$ cat src/shared/wesl_pkg.sv
// Constants for the low wake event status block
package wesl_pkg;
  // System clock
  localparam int unsigned CLK_PERIOD_NS = 50;
  // Register byte offsets
  localparam logic [7:0] STS_OFS = 8'h00;
  localparam logic [7:0] EN_OFS = 8'h04;
  localparam logic [7:0] CTRL_OFS = 8'h08;
  localparam logic [7:0] MASK_OFS = 8'h0C;
  // Status and enable bit positions
  localparam int unsigned CODEC_BIT = 5;
  localparam int unsigned USB_BIT = 3;
  localparam int unsigned POL_BIT = 2;
  localparam int unsigned OVR_BIT = 1;
  localparam int unsigned THERM_BIT = 0;
  // Control bit positions
  localparam int unsigned ROUTE_BIT = 0;
  // Implemented bits
  localparam logic [7:0] STS_IMPL = 8'h2B;
  localparam logic [7:0] EN_IMPL = 8'h2D;
  localparam logic [7:0] CTRL_IMPL = 8'h01;
  // Reset values
  localparam logic [7:0] STS_RST = 8'h00;
  localparam logic [7:0] EN_RST = 8'h00;
  localparam logic [7:0] CTRL_RST = 8'h00;
  localparam logic [7:0] MASK_RST = 8'h00;
  // Bit clock silence before it counts as stopped
  localparam int unsigned BCLK_STALL_NS = 1000;
  localparam logic [7:0] BCLK_STALL_CYC =
    8'((BCLK_STALL_NS + CLK_PERIOD_NS - 1) / CLK_PERIOD_NS);
endpackage

$ cat src/verilog/wesl_clk_watch.sv
// Detects a stopped codec bit clock
`timescale 1ns/10ps
`default_nettype none
module wesl_clk_watch (
  input wire logic clk_i,
  input wire logic rst_i,
  input wire logic bclk_i,
  output logic stalled_o
);
  logic prev_reg; // Last sampled clock level
  logic [7:0] cnt_reg; // Cycles since last edge
  // Remember previous level
  always_ff @(posedge clk_i) begin
    if (rst_i) begin
      prev_reg <= 1'b0;
    end else begin
      prev_reg <= bclk_i;
    end
  end
  // Count quiet cycles, saturating at the stall limit
  always_ff @(posedge clk_i) begin
    if (rst_i) begin
      cnt_reg <= 8'h00;
    end else if (bclk_i != prev_reg) begin
      cnt_reg <= 8'h00;
    end else if (cnt_reg != wesl_pkg::BCLK_STALL_CYC) begin
      cnt_reg <= cnt_reg + 8'h01;
    end
  end
  // Stopped once the limit is reached
  always_ff @(posedge clk_i) begin
    if (rst_i) begin
      stalled_o <= 1'b0;
    end else begin
      stalled_o <= (cnt_reg == wesl_pkg::BCLK_STALL_CYC);
    end
  end
endmodule
`default_nettype wire

$ cat src/verilog/wesl_sync3.sv
// Three-stage pin synchroniser with agreement filter
`timescale 1ns/10ps
`default_nettype none
module wesl_sync3 #(
  parameter int unsigned WIDTH = 4
) (
  input wire logic clk_i,
  input wire logic rst_i,
  input wire logic [WIDTH-1:0] d_i,
  output logic [WIDTH-1:0] q_o
);
  logic [WIDTH-1:0] ff1_reg; // Metastable stage, read by ff2 only
  logic [WIDTH-1:0] ff2_reg; // Second stage
  logic [WIDTH-1:0] ff3_reg; // Third stage
  // Shift chain
  always_ff @(posedge clk_i) begin
    ff1_reg <= d_i;
    ff2_reg <= ff1_reg;
    ff3_reg <= ff2_reg;
  end
  // Output moves only where stages two and three agree
  genvar g;
  generate
    for (g = 0; g < WIDTH; g++) begin : g_bit
      always_ff @(posedge clk_i) begin
        if (rst_i) begin
          q_o[g] <= 1'b0;
        end else if (ff2_reg[g] == ff3_reg[g]) begin
          q_o[g] <= ff3_reg[g];
        end
      end
    end
  endgenerate
endmodule
`default_nettype wire

$ cat src/verilog/wesl_top.sv
// Low wake event status bits with Wishbone access
//
// Added by the designer: the Wishbone slave port and the register offsets.
`timescale 1ns/10ps
`default_nettype none
module wesl_top (
  input wire logic clk_i,
  input wire logic rst_i,
  input wire logic rsmrst_i,
  input wire logic rtc_rst_i,
  input wire logic cyc_i,
  input wire logic stb_i,
  input wire logic we_i,
  input wire logic [7:0] adr_i,
  input wire logic [3:0] sel_i,
  input wire logic [31:0] dat_i,
  output logic [31:0] dat_o,
  output logic ack_o,
  input wire logic [1:0] codec_serial_in_i,
  input wire logic codec_bit_clock_i,
  input wire logic codec_global_irq_flag_i,
  input wire logic usb_wake_req_i,
  input wire logic thermal_override_start_i,
  input wire logic thermal_alarm_pin_i,
  input wire logic working_i,
  output logic wake_event_o,
  output logic sci_o,
  output logic system_mgmt_irq_o,
  output logic irq_o
);

  // Offset match, shared by read and write decode
  function automatic logic hit(input logic [7:0] a,
                               input logic [7:0] ofs);
    hit = (a == ofs);
  endfunction

  // Synchronised pins
  logic [3:0] pins_sync;
  logic [1:0] sdin_sync; // Codec serial inputs
  logic bclk_sync; // Codec bit clock level
  logic therm_sync; // Thermal alarm level
  logic bclk_stalled; // Bit clock not toggling

  // Bus handshake
  logic req; // Live request
  logic wr_fire; // Write takes effect
  logic ack_next;

  // Registers, status image and clear mask
  logic codec_wake_flag_reg; // Survives power loss
  logic usb_wake_flag_reg;
  logic thermal_override_flag_reg;
  logic thermal_flag_reg;
  logic [7:0] en_reg; // Enables and polarity
  logic [7:0] ctrl_reg; // Routing control
  logic [7:0] mask_reg; // Interrupt mask
  logic [7:0] sts; // Assembled status
  logic [7:0] clr; // Write-one-to-clear bits

  // Set conditions
  logic codec_set;
  logic usb_set;
  logic ovr_set;
  logic therm_set;
  logic therm_active;
  logic [2:0] pins_ok_reg; // Sync chain refilled since core reset

  // Event terms
  logic wake_next;
  logic pm_event;
  logic [31:0] rd_next;

  // Pin inputs cross in here
  wesl_sync3 #(
    .WIDTH(4)
  ) u_sync (
    .clk_i(clk_i),
    .rst_i(rst_i),
    .d_i({thermal_alarm_pin_i, codec_bit_clock_i,
          codec_serial_in_i}),
    .q_o(pins_sync)
  );

  assign sdin_sync = pins_sync[1:0];
  assign bclk_sync = pins_sync[2];
  assign therm_sync = pins_sync[3];

  // Watches for a silent bit clock
  wesl_clk_watch u_watch (
    .clk_i(clk_i),
    .rst_i(rst_i),
    .bclk_i(bclk_sync),
    .stalled_o(bclk_stalled)
  );

  // The thermal pin level counts only once the sync chain has refilled after a
  // core reset; the cleared stage can look like an active thermal pin
  always_ff @(posedge clk_i) begin
    if (rst_i) begin
      pins_ok_reg <= 3'b000;
    end else begin
      pins_ok_reg <= {pins_ok_reg[1:0], 1'b1};
    end
  end

  // Bus request decode
  always_comb begin
    req = cyc_i & stb_i;
    // Write lands on the edge where the master sees ack
    wr_fire = req & we_i & ack_o & sel_i[0];
    ack_next = req & ~ack_o;
  end

  // Acknowledge one cycle after request, then drop
  always_ff @(posedge clk_i) begin
    if (rst_i) begin
      ack_o <= 1'b0;
    end else begin
      ack_o <= ack_next;
    end
  end

  // Clear mask from a status write
  always_comb begin
    if (wr_fire && hit(adr_i, wesl_pkg::STS_OFS)) begin
      clr = dat_i[7:0] & wesl_pkg::STS_IMPL;
    end else begin
      clr = 8'h00;
    end
  end

  // Set conditions
  always_comb begin
    // Either data line high with clock stopped, or codec irq
    codec_set = ((|sdin_sync) & bclk_stalled)
                | codec_global_irq_flag_i;
    usb_set = usb_wake_req_i;
    ovr_set = thermal_override_start_i;
    // Polarity bit picks the active pin level
    therm_active =
      (therm_sync == en_reg[wesl_pkg::POL_BIT]);
    therm_set = therm_active & pins_ok_reg[2];
  end

  // Codec flag: of the resets only the battery-backed one clears it
  // A hard reset on rst_i must not touch it
  always_ff @(posedge clk_i) begin
    if (rtc_rst_i) begin
      codec_wake_flag_reg <= 1'b0;
    end else begin
      // Set wins over a simultaneous clear
      codec_wake_flag_reg <= codec_set
        | (codec_wake_flag_reg
           & ~clr[wesl_pkg::CODEC_BIT]);
    end
  end

  // USB flag, resume well
  always_ff @(posedge clk_i) begin
    if (rsmrst_i) begin
      usb_wake_flag_reg <= 1'b0;
    end else begin
      usb_wake_flag_reg <= usb_set
        | (usb_wake_flag_reg
           & ~clr[wesl_pkg::USB_BIT]);
    end
  end

  // Thermal override flag, resume well
  always_ff @(posedge clk_i) begin
    if (rsmrst_i) begin
      thermal_override_flag_reg <= 1'b0;
    end else begin
      thermal_override_flag_reg <= ovr_set
        | (thermal_override_flag_reg
           & ~clr[wesl_pkg::OVR_BIT]);
    end
  end

  // Thermal flag; a held active pin keeps re-setting it
  always_ff @(posedge clk_i) begin
    if (rsmrst_i) begin
      thermal_flag_reg <= 1'b0;
    end else begin
      thermal_flag_reg <= therm_set
        | (thermal_flag_reg
           & ~clr[wesl_pkg::THERM_BIT]);
    end
  end

  // Enable register lives in the resume well
  always_ff @(posedge clk_i) begin
    if (rsmrst_i) begin
      en_reg <= wesl_pkg::EN_RST;
    end else if (wr_fire && hit(adr_i, wesl_pkg::EN_OFS)) begin
      en_reg <= dat_i[7:0] & wesl_pkg::EN_IMPL;
    end
  end

  // Routing control, core well
  always_ff @(posedge clk_i) begin
    if (rst_i) begin
      ctrl_reg <= wesl_pkg::CTRL_RST;
    end else if (wr_fire && hit(adr_i, wesl_pkg::CTRL_OFS)) begin
      ctrl_reg <= dat_i[7:0] & wesl_pkg::CTRL_IMPL;
    end
  end

  // Interrupt mask, same layout as status
  always_ff @(posedge clk_i) begin
    if (rst_i) begin
      mask_reg <= wesl_pkg::MASK_RST;
    end else if (wr_fire && hit(adr_i, wesl_pkg::MASK_OFS)) begin
      mask_reg <= dat_i[7:0] & wesl_pkg::STS_IMPL;
    end
  end

  // Status image; reserved bits tie low
  always_comb begin
    sts = 8'h00;
    sts[wesl_pkg::CODEC_BIT] = codec_wake_flag_reg;
    sts[wesl_pkg::USB_BIT] = usb_wake_flag_reg;
    sts[wesl_pkg::OVR_BIT] = thermal_override_flag_reg;
    sts[wesl_pkg::THERM_BIT] = thermal_flag_reg;
  end

  // Event terms; the override flag has no enable by design
  always_comb begin
    wake_next =
      (codec_wake_flag_reg & en_reg[wesl_pkg::CODEC_BIT])
      | (usb_wake_flag_reg & en_reg[wesl_pkg::USB_BIT]);
    // Override flag stays out of every event term
    pm_event = wake_next
      | (thermal_flag_reg
         & en_reg[wesl_pkg::THERM_BIT]);
  end

  // Wake event level output
  always_ff @(posedge clk_i) begin
    if (rst_i) begin
      wake_event_o <= 1'b0;
    end else begin
      wake_event_o <= wake_next;
    end
  end

  // SCI in working state with routing select set
  always_ff @(posedge clk_i) begin
    if (rst_i) begin
      sci_o <= 1'b0;
    end else begin
      sci_o <= pm_event & working_i
               & ctrl_reg[wesl_pkg::ROUTE_BIT];
    end
  end

  // Mgmt irq in working state with routing select clear
  always_ff @(posedge clk_i) begin
    if (rst_i) begin
      system_mgmt_irq_o <= 1'b0;
    end else begin
      system_mgmt_irq_o <= pm_event & working_i
                           & ~ctrl_reg[wesl_pkg::ROUTE_BIT];
    end
  end

  // Block interrupt: any unmasked status bit
  always_ff @(posedge clk_i) begin
    if (rst_i) begin
      irq_o <= 1'b0;
    end else begin
      irq_o <= |(sts & mask_reg);
    end
  end

  // Read mux; unmapped offsets read zero
  always_comb begin
    rd_next = 32'h0000_0000;
    if (hit(adr_i, wesl_pkg::STS_OFS)) begin
      rd_next[7:0] = sts;
    end else if (hit(adr_i, wesl_pkg::EN_OFS)) begin
      rd_next[7:0] = en_reg;
    end else if (hit(adr_i, wesl_pkg::CTRL_OFS)) begin
      rd_next[7:0] = ctrl_reg;
    end else if (hit(adr_i, wesl_pkg::MASK_OFS)) begin
      rd_next[7:0] = mask_reg;
    end
  end

  // Read data captured as ack rises
  always_ff @(posedge clk_i) begin
    if (rst_i) begin
      dat_o <= 32'h0000_0000;
    end else if (ack_next && !we_i) begin
      dat_o <= rd_next;
    end else begin
      dat_o <= 32'h0000_0000;
    end
  end

endmodule
`default_nettype wire
$ cat config.mk
export PLATFORM = sky130hd
export DESIGN_NAME = wesl_top
export DESIGN_NICKNAME = d
export VERILOG_FILES = /design/src/shared/wesl_pkg.sv /design/src/verilog/wesl_clk_watch.sv /design/src/verilog/wesl_sync3.sv /design/src/verilog/wesl_top.sv
export SDC_FILE = /design/constraint.sdc
export NUM_CORES = 1
export LEC_CHECK = 0
export BUFFER_PORTS_ARGS = -buffer_cell sky130_fd_sc_hd__buf_4
export CORE_MARGIN = 1
export CORE_UTILIZATION = 42
export DETAILED_ROUTE_END_ITERATION = 16
export HOLD_SLACK_MARGIN = 0.06
export PLACE_DENSITY = 0.75
export SLEW_MARGIN = 20
export SYNTH_ARGS = -nofsm -noshare
export SYNTH_HDL_FRONTEND = slang
export SYNTH_SLANG_ARGS = --single-unit
$ cat constraint.sdc
create_clock -name clk_i -period 1.6 [get_ports clk_i]
set_input_delay 0.16 -clock clk_i [delete_from_list [all_inputs] [get_ports clk_i]]
set_output_delay 0.16 -clock clk_i [all_outputs]
set_load 0.005 [all_outputs]
==> results of run 1 <==
## what timing repair did
item	CTS	global route
endpoints found under the hold margin	8	0
hold buffers	8	0
setup endpoints to repair	0	7
gates resized for setup	0	1
## critical path, cell delays in order (launching register included)
cell and delay [ns]:
dfxtp_1 0.33, nor4bb_1 0.30, or4b_4 0.53, and4bb_1 0.28
## Yosys cell counts (2+ instances only)
cell type	count
nor2_1	5
xor2_1	2
xnor2_1	2
nor4_1	2
a31oi_1	2
or3_1	3
a21boi_0	2
nor4_4	2
nor4bb_1	2
dfxtp_1	52
ha_1	2
nand3_1	10
clkbuf_1	6
nand2b_1	8
mux2_2	2
nor2b_1	4
nor4b_1	2
buf_4	27
nand2_1	17
a211oi_1	5
a21oi_1	8
a22oi_1	5
mux2i_1	11
nand4_1	2
nand4b_1	2
o21ai_0	7
o21bai_1	2
inv_1	6
## power by group
group	leakage, nW	switching, mW	internal, mW
Clock	0.0548	0.452	0.471
Sequential	0.427	0.0248	1.34
Combinational	0.637	0.106	0.120
## cells in the final DEF, fill, tap and decap left out, types with 7 or more instances in the layout
master          n
dfxtp_1        52
buf_4          52
conb_1         27
nand2_1        17
mux2i_1        11
nand3_1        10
nand2b_1        8
a21oi_1         8
dlygate4sd3_1   8
o21ai_0         7
## kinds of logic (layout without fill, tap and decap cells)
logic type / count (synthesis) / count (layout) / synth area share, %
simple gates: 68 / 68 / 20.0
flops: 52 / 52 / 48.2
buf+inv: 39 / 74 / 11.5
compound gates: 34 / 34 / 10.1
mux: 14 / 14 / 7.18
xor+xnor: 4 / 4 / 1.62
fa+ha+maj: 2 / 2 / 1.16
other cells: 1 / 27 / 0.174
## metrics by stage
step	utilization [%]	total power, mW
2_1_floorplan	-	1.54
3_3_place_gp	51.7	1.59
3_5_place_dp	51.7	1.60
4_1_cts	55.7	2.53
5_1_grt	55.8	2.61
6_report	55.8	2.51
## layout make-up
cell class	instances	area (um^2)
Tap cell	67	83.8
Inverter	6	22.5
Fill cell	436	2140
Sequential cell	52	1040
Timing Repair Buffer	60	470
Clock inverter	3	46.3
Multi-Input combinational cell	149	975
Clock buffer	5	68.8
## layer usage
metal  global-route usage, %  up-vias  part of all wire (%)
met5                       0        -                     0
li1                        -      814                     -
met1                    19.8      732                    48
met3                    3.70       11                   3.8
met2                    25.9       41                    45
met4                    9.83        0                   3.4
## worst min-delay path by stage
| stage | end | slack [ns] | depth (start not counted) |
|---|---|---|---|
| finish | thermal_flag_reg | 0.08 | 2 |
| global route | thermal_flag_reg | 0.09 | 2 |
| CTS | thermal_flag_reg | 0.07 | 2 |
| detailed placement | u_sync.ff1_reg[1] | 0.27 | 1 |
| global placement | u_sync.ff1_reg[2] | 0.26 | 1 |
| floorplan | u_sync.ff1_reg[0] | 0.19 | 0 |
==> results.json, run 1 <==
{
  "dp_hpwl_um": 2840,
  "cp-start-kind": "flop",
  "fin_tns_setup_ns": 0,
  "n_antenna_cell": 0,
  "p_leak_nw": 1.12,
  "largest_reg_flops": 8,
  "endpoint_kind": "flop",
  "rsz0062_at_grt": "no",
  "cts_buffers": 5,
  "place_congestion": 0.819,
  "r2r_slack_ns": 0.10,
  "hold-worst-slack_ns": 0.0767,
  "cts-root-buf": "clkbuf_8",
  "ys.flop_type": "dfxtp_1",
  "worstHoldStart": "rsmrst_i",
  "grt_max_degree": 18,
  "period_needed_ns": 1.50,
  "final_cells": 342,
  "grt_pass1_vias": 1415,
  "ff2ff_path_depth": 3,
  "dp_slack_ns": -0.118,
  "setup_viol": 0,
  "r2r-end": "dat_o[2]",
  "setup_slack_ns": 0.104,
  "critPathRequiredTime_ns": 1.85,
  "synth.distinct_cells": 42,
  "yosys.area.top_type": "dfxtp_1",
  "place_inst": 326,
  "seq_area_frac_synth_pct": 48.2,
  "cts_setup_buffers": 0,
  "numClockSinks": 52,
  "synthArstFlopShare_pct": 0,
  "reg2reg_from": "ack_o",
  "synth_enable_flop_cells": 0,
  "yosys-top-cells-area": "dfxtp_1, buf_4, mux2i_1, nand2_1, nand2b_1",
  "portBuffers": 38,
  "clock.fmax_mhz": 668,
  "die_area_mm2": 0.00543,
  "placed_area_mm2": 0.00251,
  "die_y_um": 73.7,
  "finalCritPeriodShare_pct": 93.5,
  "arrival_ns": 1.75,
  "drc": 0,
  "syn_inst": 214,
  "io_pins": 96,
  "wl_per_cell_um": 11.5,
  "track_usage_pct": 16.2,
  "synth_top_cell_area_share_pct": 48.2,
  "startpoint": "ack_o",
  "drt_pass1_iterations": 4,
  "vias_per_cell": 4.67,
  "clk_pin_slew_ns": 0.09,
  "clock_latency_ns": 0.32,
  "tritoncts": "built",
  "antenna_found_initial": 0,
  "power.density_mw_per_mm2": 927,
  "final_area_mm2": 0.00271,
  "vias": 1598,
  "ys_seq_elements": 52,
  "syn-cell-area_mm2": 0.00216,
  "cap_viol_max_count": 0,
  "hold_path.class": "in2reg",
  "path_max_fanout": 4,
  "yosys_warnings": 0,
  "cts.path.max_buffers": 2,
  "area_growth_pct": 25.4,
  "core_mm2": 0.00485,
  "crit_path_end": "dat_o[2]",
  "drive_above_1_share_pct": 25.5,
  "status": "finished clean",
  "syn_area_per_cell_um2": 10.1,
  "routed_wirelength_um": 3930,
  "drtAntennaViolNets": 0,
  "crit_type": "reg2reg",
  "irDropWorstVdd_v": 0.000524,
  "skew_ns": 0.0130,
  "layout.nets": 335,
  "initial_core_util_pct": 44.5,
  "final_hold_viol_count": 0,
  "grt_overflow": 0,
  "drv_slew": 0,
  "die_w_um": 73.7,
  "grt_pass1_wl_um": 6470,
  "rows": 25,
  "htreeDepth": 2,
  "drtIter0Drc": 73
}
No activity file was read; power rests on OpenSTA's default activity.
==> run 2, diff against run 1 <==
Settings changed: BUFFER_PORTS_ARGS -buffer_cell sky130_fd_sc_hd__buf_4 to unset, CORE_UTILIZATION 42 to 55, DONT_BUFFER_PORTS set to 1, PLACE_DENSITY 0.75 to 0.73.
==> run 2 against run 1 <==
Net effect:
- critical path depth is the same
- core utilization is 13 points higher
- sequential power about the same
- cell count decreased by 12%
- clock skew shrank 0.0070 ns
- highest routed layer unchanged
- setup slack worse by 0.052 ns
- non-clock buffer count fell by 21
- sequential cell count stayed put
- via count fell by 1.3%
- fmax down 3.3%
- critical path type unchanged
==> results.json, run 2 (synthesis gave the netlist of run 1 again) <==
{
  "p_switching_mw": 0.542,
  "area_growth_pct": 18.8,
  "portBuffers": 0,
  "grt.busiest_layer": "met2",
  "seqCellArea_mm2": 0.00104,
  "hold_path.class": "in2reg",
  "pwr-share-comb_pct": 8.4,
  "grtUsageMet1_pct": 28.4,
  "grt_pass1_vias": 1451,
  "irDropWorstVdd_v": 0.000768,
  "final_hold_viol_count": 0,
  "layout_common_cells": "dfxtp_1, dlygate4sd3_1, conb_1",
  "place_congestion": 0.782,
  "vias_per_cell": 5.22,
  "grtUsageMet3_pct": 7.57,
  "drt_pass1_iterations": 4,
  "place_inst": 266,
  "layout.nets": 314,
  "final_cells": 302,
  "path_max_fanout": 5,
  "drtIter0Drc": 122,
  "skew_ns": 0.00593,
  "fin_tns_setup_ns": 0,
  "core_mm2": 0.00372,
  "track_usage_pct": 21.3,
  "cts_buffers": 5,
  "clk_pin_slew_ns": 0.09,
  "final_util_pct": 69.0,
  "power.density_mw_per_mm2": 894,
  "crit_type": "reg2reg",
  "final_area_mm2": 0.00256,
  "tritoncts": "built",
  "multi_input_area_um2": 975,
  "layout_commonest_cell": "dfxtp_1",
  "drive_above_1_share_pct": 11.4,
  "drc": 0,
  "antenna_found_initial": 0,
  "htreeDepth": 2,
  "power_frac_seq_pct": 59.4,
  "n_antenna_cell": 0,
  "vias": 1577,
  "die_area_mm2": 0.00418,
  "p_leak_nw": 1.02,
  "drv_slew": 0,
  "setup_viol": 0,
  "cp-start-kind": "flop",
  "endpoint_kind": "flop",
  "cts-root-buf": "clkbuf_8",
  "status": "finished clean",
  "total_power_mw": 2.29,
  "grt_overflow": 0,
  "rows": 22,
  "routed_wirelength_um": 3890,
  "internal_power_mw": 1.75,
  "finalCritPeriodShare_pct": 96.7,
  "wl_per_cell_um": 12.9,
  "initial_core_util_pct": 58.1,
  "numClockSinks": 52,
  "placed_area_mm2": 0.00219,
  "switching_share_pct": 23.6,
  "cap_viol_max_count": 0,
  "dp_hpwl_um": 2650,
  "grt_pass1_wl_um": 6660,
  "cts.path.max_buffers": 2,
  "io_pins": 96,
  "arrival_ns": 1.80,
  "grt_max_degree": 18,
  "grt_use_met2_pct": 31.4,
  "drtAntennaViolNets": 0,
  "die_w_um": 64.7,
  "critPathRequiredTime_ns": 1.86,
  "largest_reg_flops": 8,
  "clkPwrFrac_pct": 32.2,
  "period_needed_ns": 1.55,
  "clock_latency_ns": 0.30,
  "die_y_um": 64.7,
  "fillers": 306,
  "clock.fmax_mhz": 646
}
==> run 2: critical path: stages (launching register included) <==
cell      delay (ns)
dfxtp_1         0.36
nor4bb_2        0.33
or4b_4          0.53
and4bb_1        0.27
==> run 2: repair_timing <==
item,CTS,global route
gates resized for setup,0,1
setup endpoints to repair,0,1
hold endpoints to repair,34,0
hold buffers,28,0
setup buffers,0,0
==> run 2: power by group through the flow <==
stage | combinational, mW | clock [mW] | sequential (mW)
floorplan | 0.154 | 0 | 1.39
global placement | 0.128 | 0 | 1.39
detailed placement | 0.131 | 0 | 1.39
CTS | 0.189 | 0.768 | 1.36
global route | 0.214 | 0.832 | 1.37
finish | 0.193 | 0.739 | 1.36
==> run 2: final timing paths <==
| check | from | slack, ns | end | cells past startpoint |
|---|---|---|---|---|
| min reg2reg | u_sync.ff1_reg[1] | 0.34 | u_sync.ff2_reg[1] | 0 |
| max reg2reg | ack_o | 0.05 | dat_o[2] | 3 |
| min | codec_global_irq_flag_i | 0.08 | codec_wake_flag_reg | 2 |
| max | ack_o | 0.05 | dat_o[2] | 3 |
==> run 2: final cells by class <==
class,instances,share of cell area (%)
clock buffers,5,2.68
clock inverters,3,0.878
inverters,6,0.878
multi-input cells,149,38.0
flip-flops and latches,52,40.6
well taps,48,2.34
repair buffers,39,14.6
==> run 2: routing by layer <==
metal  vias up  wire [um]
met4         0         57
met2        71       1690
met3         8        301
met5         -          0
li1        771          -
met1       727       1840
==> run 2: through the flow <==
stage | hold slack (ns) | setup slack, ns
5_1_grt | 0.111 | -0.0253
6_report | 0.0810 | 0.0522
4_1_cts | 0.0645 | 0.0556
3_5_place_dp | 0.188 | -0.00890
3_3_place_gp | 0.188 | 0.0208
2_1_floorplan | 0.188 | 0.0224
==> run 3, diff against run 2 <==
Settings changed: BUFFER_PORTS_ARGS set to -buffer_cell sky130_fd_sc_hd__buf_4, CORE_UTILIZATION 55 to 42, DONT_BUFFER_PORTS 1 to unset, PLACE_DENSITY 0.73 to 0.75, REMOVE_ABC_BUFFERS set to 1, TNS_END_PERCENT set to 10.
==> run 3 against run 2 <==
Net effect:
- first-iteration DRC count shrank 57%
- critical path depth is the same
- final area up 5.0%
- power grew 7.3%
- core utilization fell by 13 points
- cell count increased by 12%
- clock power up 18%
- clock skew rose by 0.0022 ns
==> results.json, run 3 (synthesis gave the netlist of run 1 again) <==
{
  "drive_above_1_share_pct": 25.2,
  "layout.nets": 330,
  "grt_overflow": 0,
  "setup_viol": 0,
  "power.density_mw_per_mm2": 914,
  "clock.fmax_mhz": 678,
  "wl_per_cell_um": 11.7,
  "setup_slack_ns": 0.126,
  "antenna_found_initial": 0,
  "status": "finished clean",
  "cap_viol_max_count": 0,
  "period_needed_ns": 1.47,
  "ff2ff_path_depth": 3,
  "critPathRequiredTime_ns": 1.85,
  "hold-worst-slack_ns": 0.0705,
  "place_congestion": 0.786,
  "core_mm2": 0.00485,
  "vias": 1613,
  "largest_reg_flops": 8,
  "cp-start-kind": "flop",
  "die_area_mm2": 0.00543,
  "final_area_mm2": 0.00269,
  "numClockSinks": 52,
  "drv_slew": 0,
  "final_cells": 337,
  "rsz0062_at_grt": "no",
  "hold_path.class": "in2reg",
  "grt_max_degree": 17,
  "arrival_ns": 1.73,
  "drt_pass1_iterations": 4,
  "tritoncts": "built",
  "cts.path.max_buffers": 2,
  "startpoint": "ack_o",
  "routed_wirelength_um": 3930,
  "worstHoldStart": "rst_i",
  "die_w_um": 73.7,
  "io_pins": 96,
  "htreeDepth": 2,
  "clock_latency_ns": 0.30,
  "hold_depth": 2,
  "cts_buffers": 5,
  "initial_core_util_pct": 44.5,
  "place_inst": 322,
  "final_hold_viol_count": 0,
  "drtIter0Drc": 52,
  "fin_tns_setup_ns": 0,
  "finalCritPeriodShare_pct": 92.1,
  "layout_common_cells": "dfxtp_1, buf_4, conb_1",
  "portBuffers": 38,
  "drc": 0,
  "die_y_um": 73.7,
  "clk_pin_slew_ns": 0.09,
  "skew_ns": 0.00811,
  "irDropWorstVdd_v": 0.000668,
  "grt_pass1_vias": 1614,
  "drtAntennaViolNets": 0,
  "dp_slack_ns": -0.117,
  "grt_pass1_wl_um": 6780,
  "track_usage_pct": 16.2,
  "n_antenna_cell": 0,
  "layout_commonest_cell": "dfxtp_1",
  "endpoint_kind": "flop",
  "crit_type": "reg2reg",
  "placed_area_mm2": 0.00249,
  "path_max_fanout": 3,
  "vias_per_cell": 4.79,
  "dp_hpwl_um": 2860,
  "rows": 25,
  "p_leak_nw": 1.11,
  "area_growth_pct": 24.7,
  "cts-root-buf": "clkbuf_8",
  "reg2reg_from": "ack_o"
}
==> run 3: path summary, 6_finish.rpt <==
| path | endpoint | slack, ns |
|---|---|---|
| setup / recovery | dat_o[2] | 0.13 |
| hold / removal | ack_o | 0.07 |
| setup reg to reg | dat_o[2] | 0.13 |
| hold reg to reg | u_sync.ff2_reg[2] | 0.33 |
==> run 3: final cells by class <==
type	count	area [um^2]
inverter	6	22.5
fill	432	2160
sequential	52	1040
multi-input combinational	149	991
clock buffer	5	68.8
clock inverter	3	42.5
tap	67	83.8
timing repair buffer	55	443
==> run 3: metrics by stage <==
step / util [%] / power [mW]
after floorplan: - / 1.48
after global placement: 51.3 / 1.59
after detailed placement: 51.3 / 1.60
after CTS: 55.1 / 2.48
after global routing: 55.5 / 2.58
final: 55.5 / 2.46
==> run 3: what timing repair did <==
item                                    CTS  global route
hold buffers                              7             0
setup buffers                             0             0
endpoints found under the setup margin    2            10
resized for setup                         1             3
hold endpoints to repair                  7             0
pin swaps                                 0             1
==> run 3: power breakdown <==
group | switching, mW | total, mW | leakage [nW] | internal, mW
clock network | 0.411 | 0.873 | 0.0541 | 0.463
registers | 0.0239 | 1.36 | 0.427 | 1.34
logic | 0.109 | 0.229 | 0.625 | 0.121
==> run 3: critical path: stages (launching register included) <==
cell      delay, ns
dfxtp_1        0.34
nor4bb_2       0.30
or4b_4         0.51
and4bb_1       0.28
==> run 3: metal layers <==
metal	vias to the layer above	GRT usage [%]	routed length, um
met2	46	30.7	2050
met5	-	0	0
met1	752	17.7	1650
met3	9	3.70	171
met4	0	5.13	57
li1	806	-	-
